`src/ecl_consts.vh`:
```
// Constants for the error code lamp indicator
`ifndef ECL_CONSTS_VH
`define ECL_CONSTS_VH
`define ECL_CLK_HZ 200000000
`define ECL_TICK_HZ 1000
`define ECL_TICK_DIV (`ECL_CLK_HZ / `ECL_TICK_HZ)
`define ECL_TICK_CNT_W 18
`define ECL_WARN_TIME_S 60
`define ECL_WARN_TICKS (`ECL_WARN_TIME_S * `ECL_TICK_HZ)
`define ECL_SYS_HALF_MS 250
`define ECL_PROT_HALF_MS 500
`define ECL_HOLD_W 24
`define ECL_SERIOUS_MAX 4'h5
`define ECL_MODE_NORMAL 2'h0
`define ECL_MODE_CONFIG 2'h1
`define ECL_MODE_TEST 2'h2
`define ECL_ST_OFF 2'h0
`define ECL_ST_RED 2'h1
`define ECL_ST_RED_FLASH 2'h2
`endif

```
`src/ecl_error_lamps.v`:
```
// Error code lamp indicator: latches, holds and flashes error numbers
`timescale 1ns/1ps
`include "ecl_consts.vh"
module ecl_error_lamps #(
  parameter TICK_DIV = `ECL_TICK_DIV,
  parameter [23:0] WARN_TICKS = `ECL_WARN_TICKS,
  parameter [9:0] SYS_HALF = `ECL_SYS_HALF_MS,
  parameter [9:0] PROT_HALF = `ECL_PROT_HALF_MS
) (
  input wire i_clk_sys,
  input wire i_resetn,
  input wire i_sys_err_valid,
  input wire [3:0] i_sys_err_code,
  input wire i_prot_err_valid,
  input wire [3:0] i_prot_err_code,
  input wire [23:0] i_prot_hold_ticks,
  input wire [1:0] i_mode,
  input wire i_clear,
  output reg o_state_red,
  output reg o_error_weight_eight_lamp,
  output reg o_error_weight_four_lamp,
  output reg o_error_weight_two_lamp,
  output reg o_error_weight_one_lamp,
  output reg o_code_valid,
  output reg o_serious_halt
);
  // System code acceptance
  function sys_ok;
    input [3:0] c;
    begin
      case (c)
        4'h1, 4'h2, 4'h3, 4'h4, 4'h5, 4'h7, 4'h8, 4'h9, 4'hA, 4'hB, 4'hD, 4'hE: sys_ok = 1'b1;
        default: sys_ok = 1'b0;
      endcase
    end
  endfunction

  // Protocol code acceptance
  function prot_ok;
    input [3:0] c;
    begin
      case (c)
        4'h3, 4'h5, 4'h9, 4'hB, 4'hC, 4'hE, 4'hF: prot_ok = 1'b1;
        default: prot_ok = 1'b0;
      endcase
    end
  endfunction

  // Serious codes latch until reset
  function is_serious;
    input [3:0] c;
    begin
      is_serious = (c <= `ECL_SERIOUS_MAX);
    end
  endfunction

  localparam SH_IDLE = 2'h0;
  localparam SH_SERIOUS = 2'h1;
  localparam SH_WARN = 2'h2;
  localparam SH_PROT = 2'h3;

  wire tick;
  reg [1:0] state_q;
  reg [3:0] code_q;
  reg [23:0] hold_q;
  reg [9:0] flash_cnt_q;
  reg flash_q;
  reg [1:0] mode_s1_q;
  reg [1:0] mode_q;
  reg sys_v_s1_q;
  reg sys_v_q;
  reg prot_v_s1_q;
  reg prot_v_q;
  reg [3:0] sys_c_s1_q;
  reg [3:0] sys_c_q;
  reg [3:0] prot_c_s1_q;
  reg [3:0] prot_c_q;
  reg clr_s1_q;
  reg clr_q;
  // Hold setting is static and crosses as a plain word
  reg [23:0] phold_s1_q;
  reg [23:0] phold_q;
  reg sys_v_d_q;
  reg [3:0] sys_c_d_q;
  reg prot_v_d_q;
  reg [3:0] prot_c_d_q;

  ecl_tick #(
    .DIV(TICK_DIV),
    .W(`ECL_TICK_CNT_W)
  ) u_tick (
    .i_clk_sys(i_clk_sys),
    .i_resetn(i_resetn),
    .o_tick(tick)
  );

  // Two-stage input synchronisers
  always @(posedge i_clk_sys or negedge i_resetn)
  begin
    if (!i_resetn)
    begin
      mode_s1_q <= 2'h0;
      mode_q <= 2'h0;
      sys_v_s1_q <= 1'b0;
      sys_v_q <= 1'b0;
      prot_v_s1_q <= 1'b0;
      prot_v_q <= 1'b0;
      sys_c_s1_q <= 4'h0;
      sys_c_q <= 4'h0;
      prot_c_s1_q <= 4'h0;
      prot_c_q <= 4'h0;
      clr_s1_q <= 1'b0;
      clr_q <= 1'b0;
      phold_s1_q <= 24'h000000;
      phold_q <= 24'h000000;
    end
    else
    begin
      mode_s1_q <= i_mode;
      mode_q <= mode_s1_q;
      sys_v_s1_q <= i_sys_err_valid;
      sys_v_q <= sys_v_s1_q;
      prot_v_s1_q <= i_prot_err_valid;
      prot_v_q <= prot_v_s1_q;
      sys_c_s1_q <= i_sys_err_code;
      sys_c_q <= sys_c_s1_q;
      prot_c_s1_q <= i_prot_err_code;
      prot_c_q <= prot_c_s1_q;
      clr_s1_q <= i_clear;
      clr_q <= clr_s1_q;
      phold_s1_q <= i_prot_hold_ticks;
      phold_q <= phold_s1_q;
    end
  end

  // Third stage holds the previous code for the agreement test
  always @(posedge i_clk_sys or negedge i_resetn)
  begin
    if (!i_resetn)
    begin
      sys_v_d_q <= 1'b0;
      sys_c_d_q <= 4'h0;
      prot_v_d_q <= 1'b0;
      prot_c_d_q <= 4'h0;
    end
    else
    begin
      sys_v_d_q <= sys_v_q;
      sys_c_d_q <= sys_c_q;
      prot_v_d_q <= prot_v_q;
      prot_c_d_q <= prot_c_q;
    end
  end

  // Code must agree on two samples; a word caught mid-change is dropped
  // Source keeps the code one cycle past its valid
  wire sys_steady = (sys_c_d_q == sys_c_q);
  wire prot_steady = (prot_c_d_q == prot_c_q);
  wire sys_new = sys_v_d_q && sys_steady && sys_ok(sys_c_d_q);
  wire prot_new = prot_v_d_q && prot_steady && prot_ok(prot_c_d_q);
  wire sys_serious = sys_new && is_serious(sys_c_d_q);
  wire sys_warn = sys_new && !is_serious(sys_c_d_q);
  // Zero hold setting ignores protocol errors
  wire prot_take = prot_new && (phold_q != 24'h000000);
  // Display ends on the tick that would reach zero
  wire hold_end = tick && (hold_q == 24'h000001);
  wire [9:0] half = (state_q == SH_PROT) ? PROT_HALF : SYS_HALF;
  wire showing = (state_q != SH_IDLE);

  // Error display state machine
  always @(posedge i_clk_sys or negedge i_resetn)
  begin
    if (!i_resetn)
    begin
      state_q <= SH_IDLE;
      code_q <= 4'h0;
      hold_q <= 24'h000000;
    end
    else
    begin
      case (state_q)
        SH_SERIOUS:
        begin
          state_q <= SH_SERIOUS;
        end
        SH_IDLE, SH_WARN, SH_PROT:
        begin
          if (sys_serious)
          begin
            state_q <= SH_SERIOUS;
            code_q <= sys_c_d_q;
          end
          else if (sys_warn)
          begin
            state_q <= SH_WARN;
            code_q <= sys_c_d_q;
            hold_q <= WARN_TICKS;
          end
          else if (prot_take)
          begin
            state_q <= SH_PROT;
            code_q <= prot_c_d_q;
            hold_q <= phold_q;
          end
          else if (clr_q)
          begin
            state_q <= SH_IDLE;
            code_q <= 4'h0;
            hold_q <= 24'h000000;
          end
          else if ((state_q != SH_IDLE) && hold_end)
          begin
            state_q <= SH_IDLE;
            code_q <= 4'h0;
            hold_q <= 24'h000000;
          end
          else if ((state_q != SH_IDLE) && tick)
          begin
            hold_q <= hold_q - 24'h000001;
          end
        end
        default:
        begin
          state_q <= SH_IDLE;
        end
      endcase
    end
  end

  always @(posedge i_clk_sys or negedge i_resetn)
  begin
    if (!i_resetn)
    begin
      flash_cnt_q <= 10'h000;
      flash_q <= 1'b0;
    end
    // Phase restarts off whenever nothing is shown in normal mode
    else if (!showing && (mode_q == `ECL_MODE_NORMAL))
    begin
      flash_cnt_q <= 10'h000;
      flash_q <= 1'b0;
    end
    else if (tick)
    begin
      if (flash_cnt_q >= half - 10'h001)
      begin
        flash_cnt_q <= 10'h000;
        flash_q <= ~flash_q;
      end
      else
      begin
        flash_cnt_q <= flash_cnt_q + 10'h001;
      end
    end
  end

  wire in_cfg = (mode_q == `ECL_MODE_CONFIG) || (mode_q == `ECL_MODE_TEST);
  // Lamp word, gated by the flash phase
  wire [3:0] lamps = (showing && flash_q) ? code_q : 4'h0;

  // Registered outputs
  always @(posedge i_clk_sys or negedge i_resetn)
  begin
    if (!i_resetn)
    begin
      o_state_red <= 1'b0;
      o_error_weight_eight_lamp <= 1'b0;
      o_error_weight_four_lamp <= 1'b0;
      o_error_weight_two_lamp <= 1'b0;
      o_error_weight_one_lamp <= 1'b0;
      o_code_valid <= 1'b0;
      o_serious_halt <= 1'b0;
    end
    else
    begin
      // flashing red in config or test
      if (in_cfg)
        o_state_red <= flash_q;
      else
        o_state_red <= showing;
      o_error_weight_eight_lamp <= lamps[3];
      o_error_weight_four_lamp <= lamps[2];
      o_error_weight_two_lamp <= lamps[1];
      o_error_weight_one_lamp <= lamps[0];
      o_code_valid <= showing && !in_cfg;
      o_serious_halt <= (state_q == SH_SERIOUS);
    end
  end
endmodule

```
`src/ecl_tick.v`:
```
// Prescaler producing a one-cycle tick enable from the system clock
`timescale 1ns/1ps
module ecl_tick #(
  parameter DIV = 200000,
  parameter W = 18
) (
  input wire i_clk_sys,
  input wire i_resetn,
  output reg o_tick
);
  localparam [31:0] LAST_FULL = DIV - 1;
  localparam [W-1:0] LAST = LAST_FULL[W-1:0];
  reg [W-1:0] cnt_q;
  always @(posedge i_clk_sys or negedge i_resetn)
  begin
    if (!i_resetn)
    begin
      cnt_q <= {W{1'b0}};
      o_tick <= 1'b0;
    end
    else if (cnt_q == LAST)
    begin
      cnt_q <= {W{1'b0}};
      o_tick <= 1'b1;
    end
    else
    begin
      cnt_q <= cnt_q + {{(W-1){1'b0}}, 1'b1};
      o_tick <= 1'b0;
    end
  end
endmodule

```
`config.mk`:
```
export PLATFORM = sky130hd
export DESIGN_NAME = ecl_error_lamps
export DESIGN_NICKNAME = d
export VERILOG_FILES = /design/src/ecl_error_lamps.v /design/src/ecl_tick.v
export VERILOG_INCLUDE_DIRS = /design/src
export SDC_FILE = /design/constraint.sdc
export NUM_CORES = 1
export LEC_CHECK = 0
export ABC_AREA = 1
export BUFFER_PORTS_ARGS = -buffer_cell sky130_fd_sc_hd__buf_2
export CELL_PAD_IN_SITES_DETAIL_PLACEMENT = 1
export CELL_PAD_IN_SITES_GLOBAL_PLACEMENT = 1
export CORE_UTILIZATION = 46
export CTS_CLUSTER_SIZE = 25
export DETAILED_ROUTE_END_ITERATION = 6
export PLACE_DENSITY = 0.82
export SLEW_MARGIN = 20
export SYNTH_ARGS = -nofsm -noshare
export SYNTH_HDL_FRONTEND = slang
export SYNTH_HIERARCHICAL = 1
export SYNTH_SLANG_ARGS = --single-unit
```
`constraint.sdc`:
```
create_clock -name i_clk_sys -period 2.58 [get_ports i_clk_sys]
set_clock_uncertainty 0.2 [all_clocks]
set_input_delay 0.387 -clock i_clk_sys [delete_from_list [all_inputs] [get_ports i_clk_sys]]
set_output_delay 0.387 -clock i_clk_sys [all_outputs]
set_load 0.03 [all_outputs]
```
# Word-level counts from Yosys, hierarchy flattened
# Memory sizes are Yosys's and may differ from the RTL's.
# Cells that the tools add are included.
# classes
reduce_logical	30
bitwise	2
muxes	28
eq_ne	17
magnitude_cmp	2
n_addsub	4
# op_table
cell	n
$mux W24	5
$mux W10	3
$eq A24 B1 Y1 const B	1
$mux W4	6
$reduce_bool A24 Y1	1
$sub A24 B1 Y24 const B	1
$eq A4 B4 Y1 const B	5
$add A18 B1 Y18 const B	1
$eq A18 B18 Y1 const B	1
$mux W18	1
$logic_and A1 B1 Y1	13
$add A10 B1 Y10 const B	1
$ge A10 B10 Y1	1
$mux W2	5
$reduce_bool A5 Y1	2
$sub A9 B1 Y10 const B	1
$mux W9	1
$eq A4 B4 Y1	2
$reduce_or A7 Y1	1
$eq A2 B2 Y1 const B	3
$mux W1	6
$ne A6 B6 Y1 const B	1
$reduce_bool A2 Y1	3
$eq A2 B1 Y1 const B	2
11 further kinds	16
# word_totals
out_inout_bits	7
romBits	16
n_memories	1
input_bits	39
reg_bits	151
elab_cells	116
# mem_list
memory	words	word_bits	read_ports	rd_clocked_by_memory_dff	write_ports	line	text
(no name shown)	16	1	1	0	0	ecl_error_lamps.v:31	case (c)

# Logic depth before layout (Yosys ltp)
# Gate-level depths: netlist of run 1.
# depth
word_depth	9
depth_mapped	14
depth_no_buf	13

# Hierarchy
# The synthesis of run 1 kept the hierarchy.
# modules_own_cells
module	n_inst	cells_each	seq_area_each_um2	area_per_inst_um2
ecl_error_lamps	1	580	3303.2	5490.3
ecl_tick	1	131	475.5	1027.2

# Worst setup path after synthesis of run 1
# Ideal clock, no wire load.
# synth_timing
path_kind	reg2reg
from	reg sys_c_d_q[1]
to	reg hold_q[11]
setup_time_ps	123
slack_ps	581
path_buffers	0
arrival_time_ps	1676
path_stages_with_launch	13
required_time_ps	2257
period_less_slack_ps	1999
path_cell_list	dfrtp_1 inv_1 ha_1 nor2_1 nand2_1 nand2_1 nor2_2 nand3_4 nand2_4 o21bai_4 inv_1 o21ai_0 nand2_1
# synth_via
elab_chain_len	6
word_cells_on_any_way	12
cone_classes	1 x order compare; 1 x eq/ne; 1 x mux; 1 x bitwise; 7 x reduce/logical; 1 x memory
# synth_rtl
item	line	text
start: declaration	ecl_error_lamps.v:84	reg [3:0] sys_c_d_q;
start signal: assignment	ecl_error_lamps.v:149	sys_c_d_q <= sys_c_q;
parallel branches: the longest is 6 deep, another holds $mem_v2 Z16 W1	-	
end signal: assignment	ecl_error_lamps.v:203	hold_q <= phold_q;
end signal: assignment	ecl_error_lamps.v:219	hold_q <= hold_q - 24'h000001;
end: declaration	ecl_error_lamps.v:65	reg [23:0] hold_q;
# Parallel ways; which one is timed is not known.
# A chain may end at the register's enable or synchronous reset.

# Final worst setup path of run 1
# layout_timing
from	reg phold_q[12]
to	reg hold_q[15]
# layout_via
elab_chain_len	4
word_cells_on_any_way	6
cone_classes	2 x mux; 4 x reduce/logical
# layout_rtl
item	line	text
start: declaration	ecl_error_lamps.v:82	reg [23:0] phold_q;
start signal: assignment	ecl_error_lamps.v:132	phold_q <= phold_s1_q;
$reduce_bool A24 Y1 *	ecl_error_lamps.v:164	wire prot_take = prot_new && (phold_q != 24'h000000);
$logic_and A1 B1 Y1 *	ecl_error_lamps.v:164	
$reduce_bool A5 Y1 (no source line) / $mux W24 (equally long branches)	-	
$reduce_and A3 Y1 (no source line) / $mux W24 (equally long branches)	-	
# Every way passes the cells marked *; elsewhere a longest branch is shown, timed or not.

==> metrics.md, run 1 <==
| Metric | Value |
|---|---|
| Area contributors post-synth | dfrtp_1 58%, nand2_1 11%, nor2_1 5.6% |
| Total power | 7.48 mW |
| Fin nets | 860 |
| GRT overflow | 0 |
| Seq pwr share | around two fifths |
| Number of synthesized flops with an enable pin | 0 |
| Post-synthesis cell area | 6520 um^2 |
| #FFs+latches synth | 151 |
| Post-synthesis sequential area ratio | 58.0% |
| Worst Hold Class | flip-flop to flip-flop |
| Initial antenna violation count | 0 |
| Number of antenna-violating nets in the routed design | 0 |
| Max Clk Rate | 413 MHz |
| Pleak | 3.97 nW |
| Layout area overhead | 22.5% |
| CP max FO | 24 |
| M1 wire length | 7790 um |
| Int Power | 4.92 mW |
| Clock share of power | 36.1% |
| Initial Util | 47.1% |
| Status | completed |
| Vias per cell | about 5.2 |
| CP max stage delay | about 0.4 ns |
| Detailed Route WL | 19400 um |
| Die Ht | 121 um |
| Largest net degree at the start of global routing | 57 |
| Root Buffer | clkbuf_16 |
| Maximum vdd drop | 0.627 mV |
| First-pass GRT wire length | 31100 um |
| Cts bufs inserted | 17 |
| Mean area per synthesized cell | 9.17 um^2 |
| Routed WL per cell | 19.3 um |
| Logic pwr share | 24.2% |
| Ant. Diodes | 0 |
| Critical path endpoint category | flip-flop |
| Ys flop type | dfrtp_1 |
| Slew headroom | 66.1% |
| Critical path required time | 2.75 ns |
| WS Path Type | flip-flop to flip-flop |
| Switch Pwr | ~2.6 mW |
| DIE WIDTH | between 100 and 150 um |
| Switching part of the total | between 30% and 40% |
| Setup WS post-layout | ~0.16 ns |
| Cell Pwr Density | 937 nW/um^2 |
| Crit-path slowest cell | dfrtp_1 |
| Data arrival, critical path | 2.59 ns |
| DRC | 0 |
| Startpoint types | flip-flop |
| Top cell type by total area after synthesis | dfrtp_1 |
| Critical Path, Cell by Cell | nor2_1, nand2_1, nor2_1, nand3_1, nand3_4, nand2_2, o21bai_4, buf_4, nand2_1, nand2_1 |
| Met2 wire len | 10300 um |
| # clock sinks | 151 |
| Top-level port count | 46 |
| GP Congestion | 0.836 |
| Synth warn | 6 |
| Most used cell, CP | nand2_1 |
| Non-filler cells, final | 1003 |
| Highest routed metal layer | met4 |
| Final Max Slew Viols | 0 |
| Clock Latency Late Sink | roughly 0.44 ns |
| Die area | 14600 um^2 |
| Vias in the first global route | around 6000 |
| Drt pass-1 iters | 4 |
| Post-Syn Nets | about 760 |
| Setup violators final | 0 |
| Ys async rst share | 100% |
| Core footprint | 13800 um^2 |
| Post-Place Setup Slack | 0.256 ns |
| DRT iter0 DRCs | 256 |
| Syn Inst Count | 711 |
| Reg2Reg Setup Slack | 0.16 ns |
| Distinct cells, synth | 37 |
| Max Cap Violations | 0 |
| Synth top area share | 58.0% |
| Via count | 5225 |
| Clk buf depth | 2 |
| Final hold violations | 0 |
| Ratio of cells with drive above 1 in the final layout | 14.7% |
| Worst slew pin tran | 0.507 ns |
| Met3 wire len | between 700 and 800 um |
| Post-CTS Setup Inserts | 0 |
| Crit path time final | 2.42 ns |
| Placed cells | 932 |
| Setup TNS | 0 ns |
| Row cnt | 43 |
| Tcrit/Tclk final | 93.8% |
| HPWL after DPL | 11400 um |
| Util after Layout | 57.7% |
| Reg clk slew, reported paths | 0.07 ns |
| IO Port Bufs | 45 |
| Max H-tree Level | 4 |
| CTS tree | built |
| GRT Util Overall | 28.8% |
| RSZ-0062 raised after global routing | false |
-- Yosys cell counts, types with 6 or more instances --
cell	number
o21ai_0	36
nand2_2	7
nand2_1	195
a21oi_1	11
xor2_1	24
nand3_1	26
nor2_2	15
dfrtp_1	151
xnor2_1	11
nor3_1	11
o21ai_1	8
inv_1	69
ha_1	11
inv_2	6
nor2_1	97
-- power groups by stage --
stage | Clock [mW] | Sequential, mW | Combinational, mW
2_1_floorplan | 0 | 2.89 | 1.19
3_3_place_gp | 0 | 2.94 | 1.51
3_5_place_dp | 0 | 2.96 | 1.59
4_1_cts | 2.71 | 2.94 | 1.74
5_1_grt | 2.82 | 2.99 | 2.00
6_report | 2.70 | 2.96 | 1.81
-- logic make-up after synthesis --
kind of cell / share of synthesized area, %
DFF: 58.0
and+or+nand+nor: 24.8
xor gates and xnor gates: 4.70
AOI/OAI and AO/OA: 4.97
adders and majority gates: 2.11
buffers and inverters: 5.43
-- per-stage QoR --
step / instance area, um^2 / hold WS (ns)
global route: 7980 / 0.158
floorplan: 6520 / -0.109
CTS: 7970 / 0.151
global placement: 6950 / 0.134
finish: 7980 / 0.149
detailed placement: 6950 / 0.136
-- flip-flops by register name, summed over array words and instances (netlist names), 10 cells and up --
register,count
flash_cnt_q,10
hold_q,24
phold_q,24
phold_s1_q,24
u_tick/cnt_q,18
-- area by class of cell --
| cell class | count | area, um^2 |
|---|---|---|
| fill | 1565 | 5840 |
| multi-input combinational | 479 | 2400 |
| tap | 180 | 225 |
| clock inverter | 14 | 196 |
| timing repair buffer | 86 | 659 |
| inverter | 75 | 282 |
| clock buffer | 18 | 439 |
| sequential | 151 | 3780 |
-- metal layers --
layer,vias up,GRT usage [%]
li1,2410,-
met1,2651,33.0
met2,117,50.9
met3,47,6.25
met4,0,14.0
met5,-,0
-- layout by cell type, fill, tap and decap left out, types with 7 or more instances in the layout --
cell	netlist	final
xor2_1	24	24
clkbuf_16	0	17
nor2_2	15	15
buf_2	1	44
ha_1	11	11
inv_1	69	69
nor3_1	11	11
nor2_1	97	97
o21ai_0	36	36
o21ai_1	8	8
nand2_2	7	7
a21oi_1	11	11
nand2_1	195	195
xnor2_1	11	11
dlygate4sd3_1	0	38
nand3_1	26	26
dfrtp_1	151	151
-- critical path: cells and delay by family, from the launching register on --
kind,cells,cell delay (ns)
and+or+nand+nor,8,1.20
DFF,1,0.40
AOI/OAI and AO/OA,1,0.22
buffers and inverters,1,0.34
-- path summary, 6_finish.rpt --
path / cells after the start / from / end
min in group asynchronous: 2 / i_resetn / sys_c_d_q[2]
hold / removal: 0 / phold_s1_q[0] / phold_q[0]
setup reg to reg: 10 / phold_q[12] / hold_q[15]
hold reg to reg: 0 / phold_s1_q[0] / phold_q[0]
setup / recovery: 10 / phold_q[12] / hold_q[15]
max in group asynchronous: 3 / i_resetn / hold_q[15]
-- what timing repair did --
action / 4_1_cts / 5_1_grt
setup endpoints to repair: 0 / 5
hold buffers: 38 / 0
gates resized for setup: 0 / 1
hold endpoints to repair: 84 / 0
(Power assumes the default switching activity.)
==> run 2, diff against run 1 <==
Settings changed: PLACE_DENSITY 0.82 to unset, PLACE_DENSITY_LB_ADDON set to 0.05.
==> run 2 against run 1 <==
Net effect:
- clock power decreased by 8.9%
- power decreased by 6.0%
- combinational power decreased by 9.9%
- core utilization decreased by 0.41 points
- global-route usage decreased by 5.1 points
- via count decreased by 5.2%
- sequential share of layout area increased by 0.34 points
- largest power group unchanged
==> metrics.md, run 2 (synthesis gave the netlist of run 1 again) <==
| Metric | Value |
|---|---|
| Ant. Diodes | 0 (unchanged) |
| GP Congestion | 0.815 (-2.6%) |
| Most frequent cells in the layout | 195 x nand2_1, 151 x dfrtp_1, 97 x nor2_1 |
| WS Path Type | flip-flop to flip-flop |
| Largest net degree at the start of global routing | 63 (+11%) |
| Setup TNS | 0 ns (unchanged) |
| Ratio of cells with drive above 1 in the final layout | 14.6% (-0.10 points) |
| Top-level port count | 46 (unchanged) |
| GRT overflow | 0 (unchanged) |
| CTS tree | built |
| Switching part of the total | 32.7% (-1.5 points) |
| DRC | 0 (unchanged) |
| Max Clk Rate | 429 MHz (+3.8%) |
| Post-CTS sizing | 0 (unchanged) |
| Logic pwr share | 23.2% (-1.0 points) |
| Die area | 14600 um^2 (unchanged) |
| Pleak | 3.95 nW (-0.61%) |
| Cell Pwr Density | 887 nW/um^2 (-5.4%) |
| Maximum vdd drop | 0.559 mV (-11%) |
| Status | completed |
| Regs by FF count | hold_q (24), phold_q (24), phold_s1_q (24) |
| Fin nets | 861 (+0.12%) |
| RSZ-0062 raised after global routing | false |
| Number of antenna-violating nets in the routed design | 0 (unchanged) |
| Clk buf depth | 2 (unchanged) |
| Non-filler cells, final | 1002 (-0.10%) |
| Vias in the first global route | 5449 (-8.1%) |
| GRT Util Overall | 23.8% (-5.1 points) |
| Row cnt | 43 (unchanged) |
| HPWL after DPL | 10900 um (-4.5%) |
| Setup violators final | 0 (unchanged) |
| Vias per cell | 4.94 (-5.1%) |
| First-pass GRT wire length | 26400 um (-15%) |
| Seq pwr share | 41.7% (+2.1 points) |
| Cell Area, Placed | 6960 um^2 (+0.22%) |
| Core footprint | 13800 um^2 (unchanged) |
| Switch Pwr | 2.30 mW (-10%) |
| Leading cell type in the layout, fill and taps excluded | nand2_1 |
| Layout area overhead | 21.6% |
| Worst Hold Class | flip-flop to flip-flop |
| Post-Place Setup Slack | 0.254 ns (-0.00202 ns) |
| Data arrival, critical path | 2.49 ns (-0.10 ns) |
| Drt pass-1 iters | 4 (unchanged) |
| Crit path time final | 2.33 ns (-0.0887 ns) |
| IO Port Bufs | 45 (unchanged) |
| Setup WS post-layout | 0.249 ns (+0.0887 ns) |
| Critical path endpoint category | flip-flop |
| Initial Util | 47.1% (unchanged) |
| Die Ht | 121 um (unchanged) |
| Int Power | 4.73 mW (-3.9%) |
| Max H-tree Level | 4 (unchanged) |
| Max Cap Violations | 0 (unchanged) |
| Slew headroom | 59.2% (-6.9 points) |
| Cell area after layout | 7930 um^2 (-0.71%) |
| Tcrit/Tclk final | 90.4% (-3.4 points) |
| Reg clk slew, reported paths | 0.06 ns (about the same) |
| CP max FO | 24 (unchanged) |
| DRT iter0 DRCs | 223 (-13%) |
| Fill cells | 1591 (+1.7%) |
| DIE WIDTH | 121 um (unchanged) |
| Via count | 4954 (-5.2%) |
| Critical path required time | 2.74 ns (about the same) |
| Worst slew pin tran | 0.612 ns (+0.105 ns) |
| Root Buffer | clkbuf_16 |
| Worst Hold Slack | 0.148 ns (-0.00171 ns) |
| # clock sinks | 151 (unchanged) |
| Final Max Slew Viols | 0 (unchanged) |
| Detailed Route WL | 15500 um (-20%) |
| Cts bufs inserted | 17 (unchanged) |
| Routed WL per cell | 15.5 um (-20%) |
| Startpoint types | flip-flop |
| Clock share of power | 35.1% (-1.0 points) |
| Placed cells | 934 (+0.21%) |
| Clock Latency Late Sink | 0.43 ns (about the same) |
| Final hold violations | 0 (unchanged) |
| Initial antenna violation count | 0 (unchanged) |
==> run 2: layer usage <==
metal | track usage [%] | part of all wire [%] | wire length [um] | up-vias
met3 | 4.56 | 2.4 | 372 | 27
met1 | 27.2 | 41 | 6370 | 2471
met4 | 9.03 | 2.1 | 332 | 0
met5 | 0 | 0 | 0 | -
met2 | 43.6 | 54 | 8430 | 49
li1 | - | - | - | 2407
==> run 2: worst paths after layout <==
| path | startpoint | to | slack (ns) | depth (start not counted) |
|---|---|---|---|---|
| worst max-delay path | sys_c_d_q[1] | hold_q[8] | 0.25 | 12 |
| worst min-delay path | phold_s1_q[17] | phold_q[17] | 0.15 | 0 |
| worst max register to register | sys_c_d_q[1] | hold_q[8] | 0.25 | 12 |
| worst min register to register | phold_s1_q[17] | phold_q[17] | 0.15 | 0 |
| max in group asynchronous | i_resetn | phold_s1_q[17] | 1.15 | 3 |
| min in group asynchronous | i_resetn | phold_s1_q[3] | 0.33 | 2 |
==> run 2: critical path: stages (launching register included) <==
cell and delay (ns):
dfrtp_1 0.39, inv_1 0.09, ha_1 0.28, nor2_1 0.05
nand2_1 0.05, nand2_1 0.06, nor2_2 0.20, nand3_1 0.12
nand2_1 0.13, o21bai_4 0.18, buf_4 0.32, nand2_1 0.10
nand2_1 0.08
==> run 2: power by group through the flow <==
stage,clock [mW],sequential (mW),combinational (mW)
after global placement,0,2.95,1.54
after floorplan,0,2.89,1.19
after CTS,2.51,2.93,1.66
after detailed placement,0,2.96,1.59
final,2.46,2.93,1.63
after global routing,2.61,2.97,1.86
==> run 2: timing repair <==
| action | CTS | global route |
|---|---|---|
| buffers inserted | 0 | 0 |
| endpoints found under the hold margin | 96 | 0 |
| hold buffers | 38 | 0 |
| endpoints found under the setup margin | 0 | 0 |
==> run 2: area by class of cell <==
class	count	area, um^2	area share, %
clock buffers	18	439	5.54
clock inverters	12	143	1.80
inverters	75	282	3.55
multi-input cells	478	2380	30.1
flip-flops and latches	151	3780	47.7
well taps	180	225	2.84
repair buffers	88	674	8.51
==> run 2: stage by stage <==
stage / util [%] / power, mW
CTS: 57.3 / 7.09
global placement: 50.4 / 4.48
finish: 57.3 / 7.03
floorplan: - / 4.08
detailed placement: 50.4 / 4.55
global route: 57.3 / 7.44
==> run 3, diff against run 2 <==
Settings changed: ABC_AREA 1 to 0, CORE_MARGIN set to 8, CORE_UTILIZATION 46 to 49, GPL_TIMING_DRIVEN set to 0.
==> run 3 against run 2 <==
Net effect:
- the flow now finishes with violations (setup timing)
- register-to-register slack got worse by 0.31 ns
- largest power group unchanged
- first-iteration DRC count rose by 25%
- sequential share of layout area fell by 2.9 points
==> metrics.md, run 3 <==
| Metric | Value |
|---|---|
| Status | finished, violations left |
| Violated checks | setup timing |
| Max Clk Rate | 379 MHz (-12%) |
| RSZ-0062 raised after global routing | true |
| Largest net degree at the start of global routing | 96 (+52%) |
| Synth top area share | 60.3% (+2.3 points) |
| Top-level port count | 46 (unchanged) |
| Number of synthesized flops with an enable pin | 0 (unchanged) |
| Cell Pwr Density | 933 nW/um^2 (+5.2%) |
| Sequential Area | 3780 um^2 (about the same) |
| Worst Hold Class | flip-flop to flip-flop |
| Maximum vdd drop | 0.684 mV (+22%) |
| Routed WL per cell | 20.8 um (+34%) |
| Distinct cells, synth | 64 (+73%) |
| Cts bufs inserted | 17 (unchanged) |
| Reg clk slew, reported paths | 0.06 ns (about the same) |
| Critical path required time | 2.72 ns (-0.02 ns) |
| Detailed Route WL | 17300 um (+12%) |
| Leading cell type in the layout, fill and taps excluded | dfrtp_1 |
| Clk buf depth | 2 (unchanged) |
| CP max stage delay | 0.43 ns (+0.04 ns) |
| Ant. Diodes | 0 (unchanged) |
| GRT Util Overall | 21.2% (-2.6 points) |
| Most frequent cells in the layout | 150 x dfrtp_1, 48 x buf_2, 38 x dlygate4sd3_1 |
| Slew headroom | 57.8% (-1.4 points) |
| Core footprint | 12600 um^2 (-9.1%) |
| Total power | 7.87 mW (+12%) |
| Regs by FF count | hold_q (24), phold_q (24), phold_s1_q (24) |
| Data arrival, critical path | 2.78 ns (+0.29 ns) |
| Initial antenna violation count | 0 (unchanged) |
| Ys flop type | dfrtp_1 |
| Crit-path slowest cell | dfrtp_1 |
| Critical path endpoint category | flip-flop |
| Final Max Slew Viols | 0 (unchanged) |
| Footprint of the multi-input gates | 2580 um^2 (+8.2%) |
| CP max FO | 6 (-75%) |
| Initial Util | 49.9% (+2.8 points) |
| Delay-heaviest family, CP | compound AO/OA/AOI/OAI gates |
| HPWL after DPL | 9690 um (-11%) |
| Setup violators final | 18 (+18) |
| Post-synthesis cell area | 6270 um^2 (-3.8%) |
| Root Buffer | clkbuf_16 |
| Crit path time final | 2.64 ns (+0.305 ns) |
| Setup WS post-layout | -0.0568 ns (-0.305 ns) |
| Pleak | 3.71 nW (-6.0%) |
| Via count | 4768 (-3.8%) |
| IO Port Bufs | 45 (unchanged) |
| Layout area overhead | 34.6% |
| Area contributors post-synth | dfrtp_1 60%, xnor2_1 2.2%, ha_1 2.2% |
| Vias per cell | 5.72 (+16%) |
| Drt pass-1 iters | 4 (unchanged) |
| Post-synthesis sequential area ratio | 60.3% (+2.3 points) |
| WS Path Type | flip-flop to flip-flop |
| Fill cells | 1215 (-24%) |
| Final hold violations | 0 (unchanged) |
| Die Ht | 129 um (+6.7%) |
| Post-Syn Nets | 569 (-25%) |
| Max Cap Violations | 0 (unchanged) |
| Ratio of cells with drive above 1 in the final layout | 30.4% (+16 points) |
| Die area | 16700 um^2 (+14%) |
| Max H-tree Level | 4 (unchanged) |
| Number of antenna-violating nets in the routed design | 0 (unchanged) |
| Vias in the first global route | 5169 (-5.1%) |
| DRT iter0 DRCs | 278 (+25%) |
| Cell Area, Placed | 6750 um^2 (-3.1%) |
| DRC | 0 (unchanged) |
| Synth warn | 6 (unchanged) |
| GRT overflow | 0 (unchanged) |
| # clock sinks | 151 (unchanged) |
| Fin nets | 699 (-19%) |
| Critical Path, Cell by Cell | inv_2, ha_4, a21bo_4, a211oi_4, nor3_4, a211oi_2, buf_6, buf_8, buf_6, a211oi_2, o22ai_1 |
| First-pass GRT wire length | 27100 um (+2.8%) |
| Worst slew pin tran | 0.633 ns (+0.0207 ns) |
| Cell area after layout | 8440 um^2 (+6.5%) |
| Buf/Inv on CP | 4 (+2) |
| Clock Latency Late Sink | 0.43 ns (about the same) |
| Mean area per synthesized cell | 12.1 um^2 (+32%) |
| GP Congestion | 0.835 (+2.5%) |
| Ys async rst share | 100% (unchanged) |
| Startpoint types | flip-flop |
| DIE WIDTH | 129 um (+6.7%) |
| Top cell type by total area after synthesis | dfrtp_1 |
| #FFs+latches synth | 151 (unchanged) |
| Most common cell in the synthesized netlist | dfrtp_1 |
| CTS tree | built |
| Row cnt | 41 (-4.7%) |
| Top cells by count, synth | 151 x dfrtp_1, 29 x nand2_1, 28 x nor2_1, 27 x inv_1, 20 x nand3_1 |
| Syn Inst Count | 519 (-27%) |
| Tcrit/Tclk final | 102% (+12 points) |
==> run 3: cell count changes in the layout (fill, tap and decap cells not counted), sizes merged, moves of 14 or more <==
| cell | delta |
|---|---|
| nand2 | -174 |
| nor2 | -86 |
| o21ai | -27 |
| xor2 | -14 |
| buf | +42 |
| o22ai | +15 |
| a211oi | +22 |
| inv | -49 |
==> run 3: where the power goes <==
group | internal, mW | switching, mW
Combinational | 0.995 | 1.22
Clock | 1.68 | 1.01
Sequential | 2.64 | 0.316
==> run 3: timing repair <==
| item | in CTS | in global routing |
|---|---|---|
| setup endpoints to repair | 25 | 32 |
| resized for setup | 17 | 76 |
| buffers inserted | 8 | 21 |
| pin swaps | 6 | 27 |
| hold buffers | 38 | 0 |
| endpoints found under the hold margin | 93 | 0 |
| cloned | 0 | 1 |
==> run 3: logic make-up (layout without fill, tap and decap cells) <==
| group | count (synthesis) | in the layout | synth area share, % |
|---|---|---|---|
| buf+inv | 50 | 193 | 3.77 |
| flops | 151 | 151 | 60.3 |
| mux | 8 | 8 | 1.40 |
| fa+ha+maj | 11 | 11 | 2.19 |
| simple gates | 157 | 157 | 14.8 |
| compound gates | 116 | 116 | 13.9 |
| xor+xnor | 26 | 26 | 3.63 |
==> run 3: final timing paths <==
check / from / to / slack, ns / cells past startpoint
min in group asynchronous: i_resetn / o_error_weight_two_lamp / 0.27 / 2
worst max-delay path: sys_c_d_q[1] / hold_q[11] / -0.06 / 11
worst max register to register: sys_c_d_q[1] / hold_q[11] / -0.06 / 11
worst min register to register: phold_s1_q[16] / phold_q[16] / 0.15 / 0
max in group asynchronous: i_resetn / phold_q[10] / 1.11 / 3
worst min-delay path: phold_s1_q[16] / phold_q[16] / 0.15 / 0
==> run 3: layout make-up <==
cell class / count / share of cell area [%]
clock inverters: 13 / 2.28
well taps: 172 / 2.55
multi-input cells: 318 / 30.6
inverters: 27 / 1.20
clock buffers: 19 / 5.37
flip-flops and latches: 151 / 44.8
repair buffers: 113 / 10.9
plain buffers: 21 / 2.36
==> run 3: layer usage <==
layer | GRT usage [%] | vias up | routed length (um)
met1 | 25.1 | 2450 | 7100
li1 | - | 2161 | -
met5 | 0 | - | 0
met3 | 6.24 | 31 | 867
met4 | 9.19 | 0 | 367
met2 | 35.2 | 126 | 9000
==> run 3: stage by stage <==
step                util, %  hold slack, ns  instances  worst slack [ns]  setup TNS (ns)
floorplan                 -          -0.109        519             0.118               0
global placement       53.4           0.132        736             -1.14         -174.04
detailed placement     53.7           0.130        737            -0.351           -4.68
CTS                    62.8           0.150        813           -0.0111         -0.0147
global route           67.2           0.157        834            -0.134           -2.30
finish                 67.2           0.148        834           -0.0568          -0.277
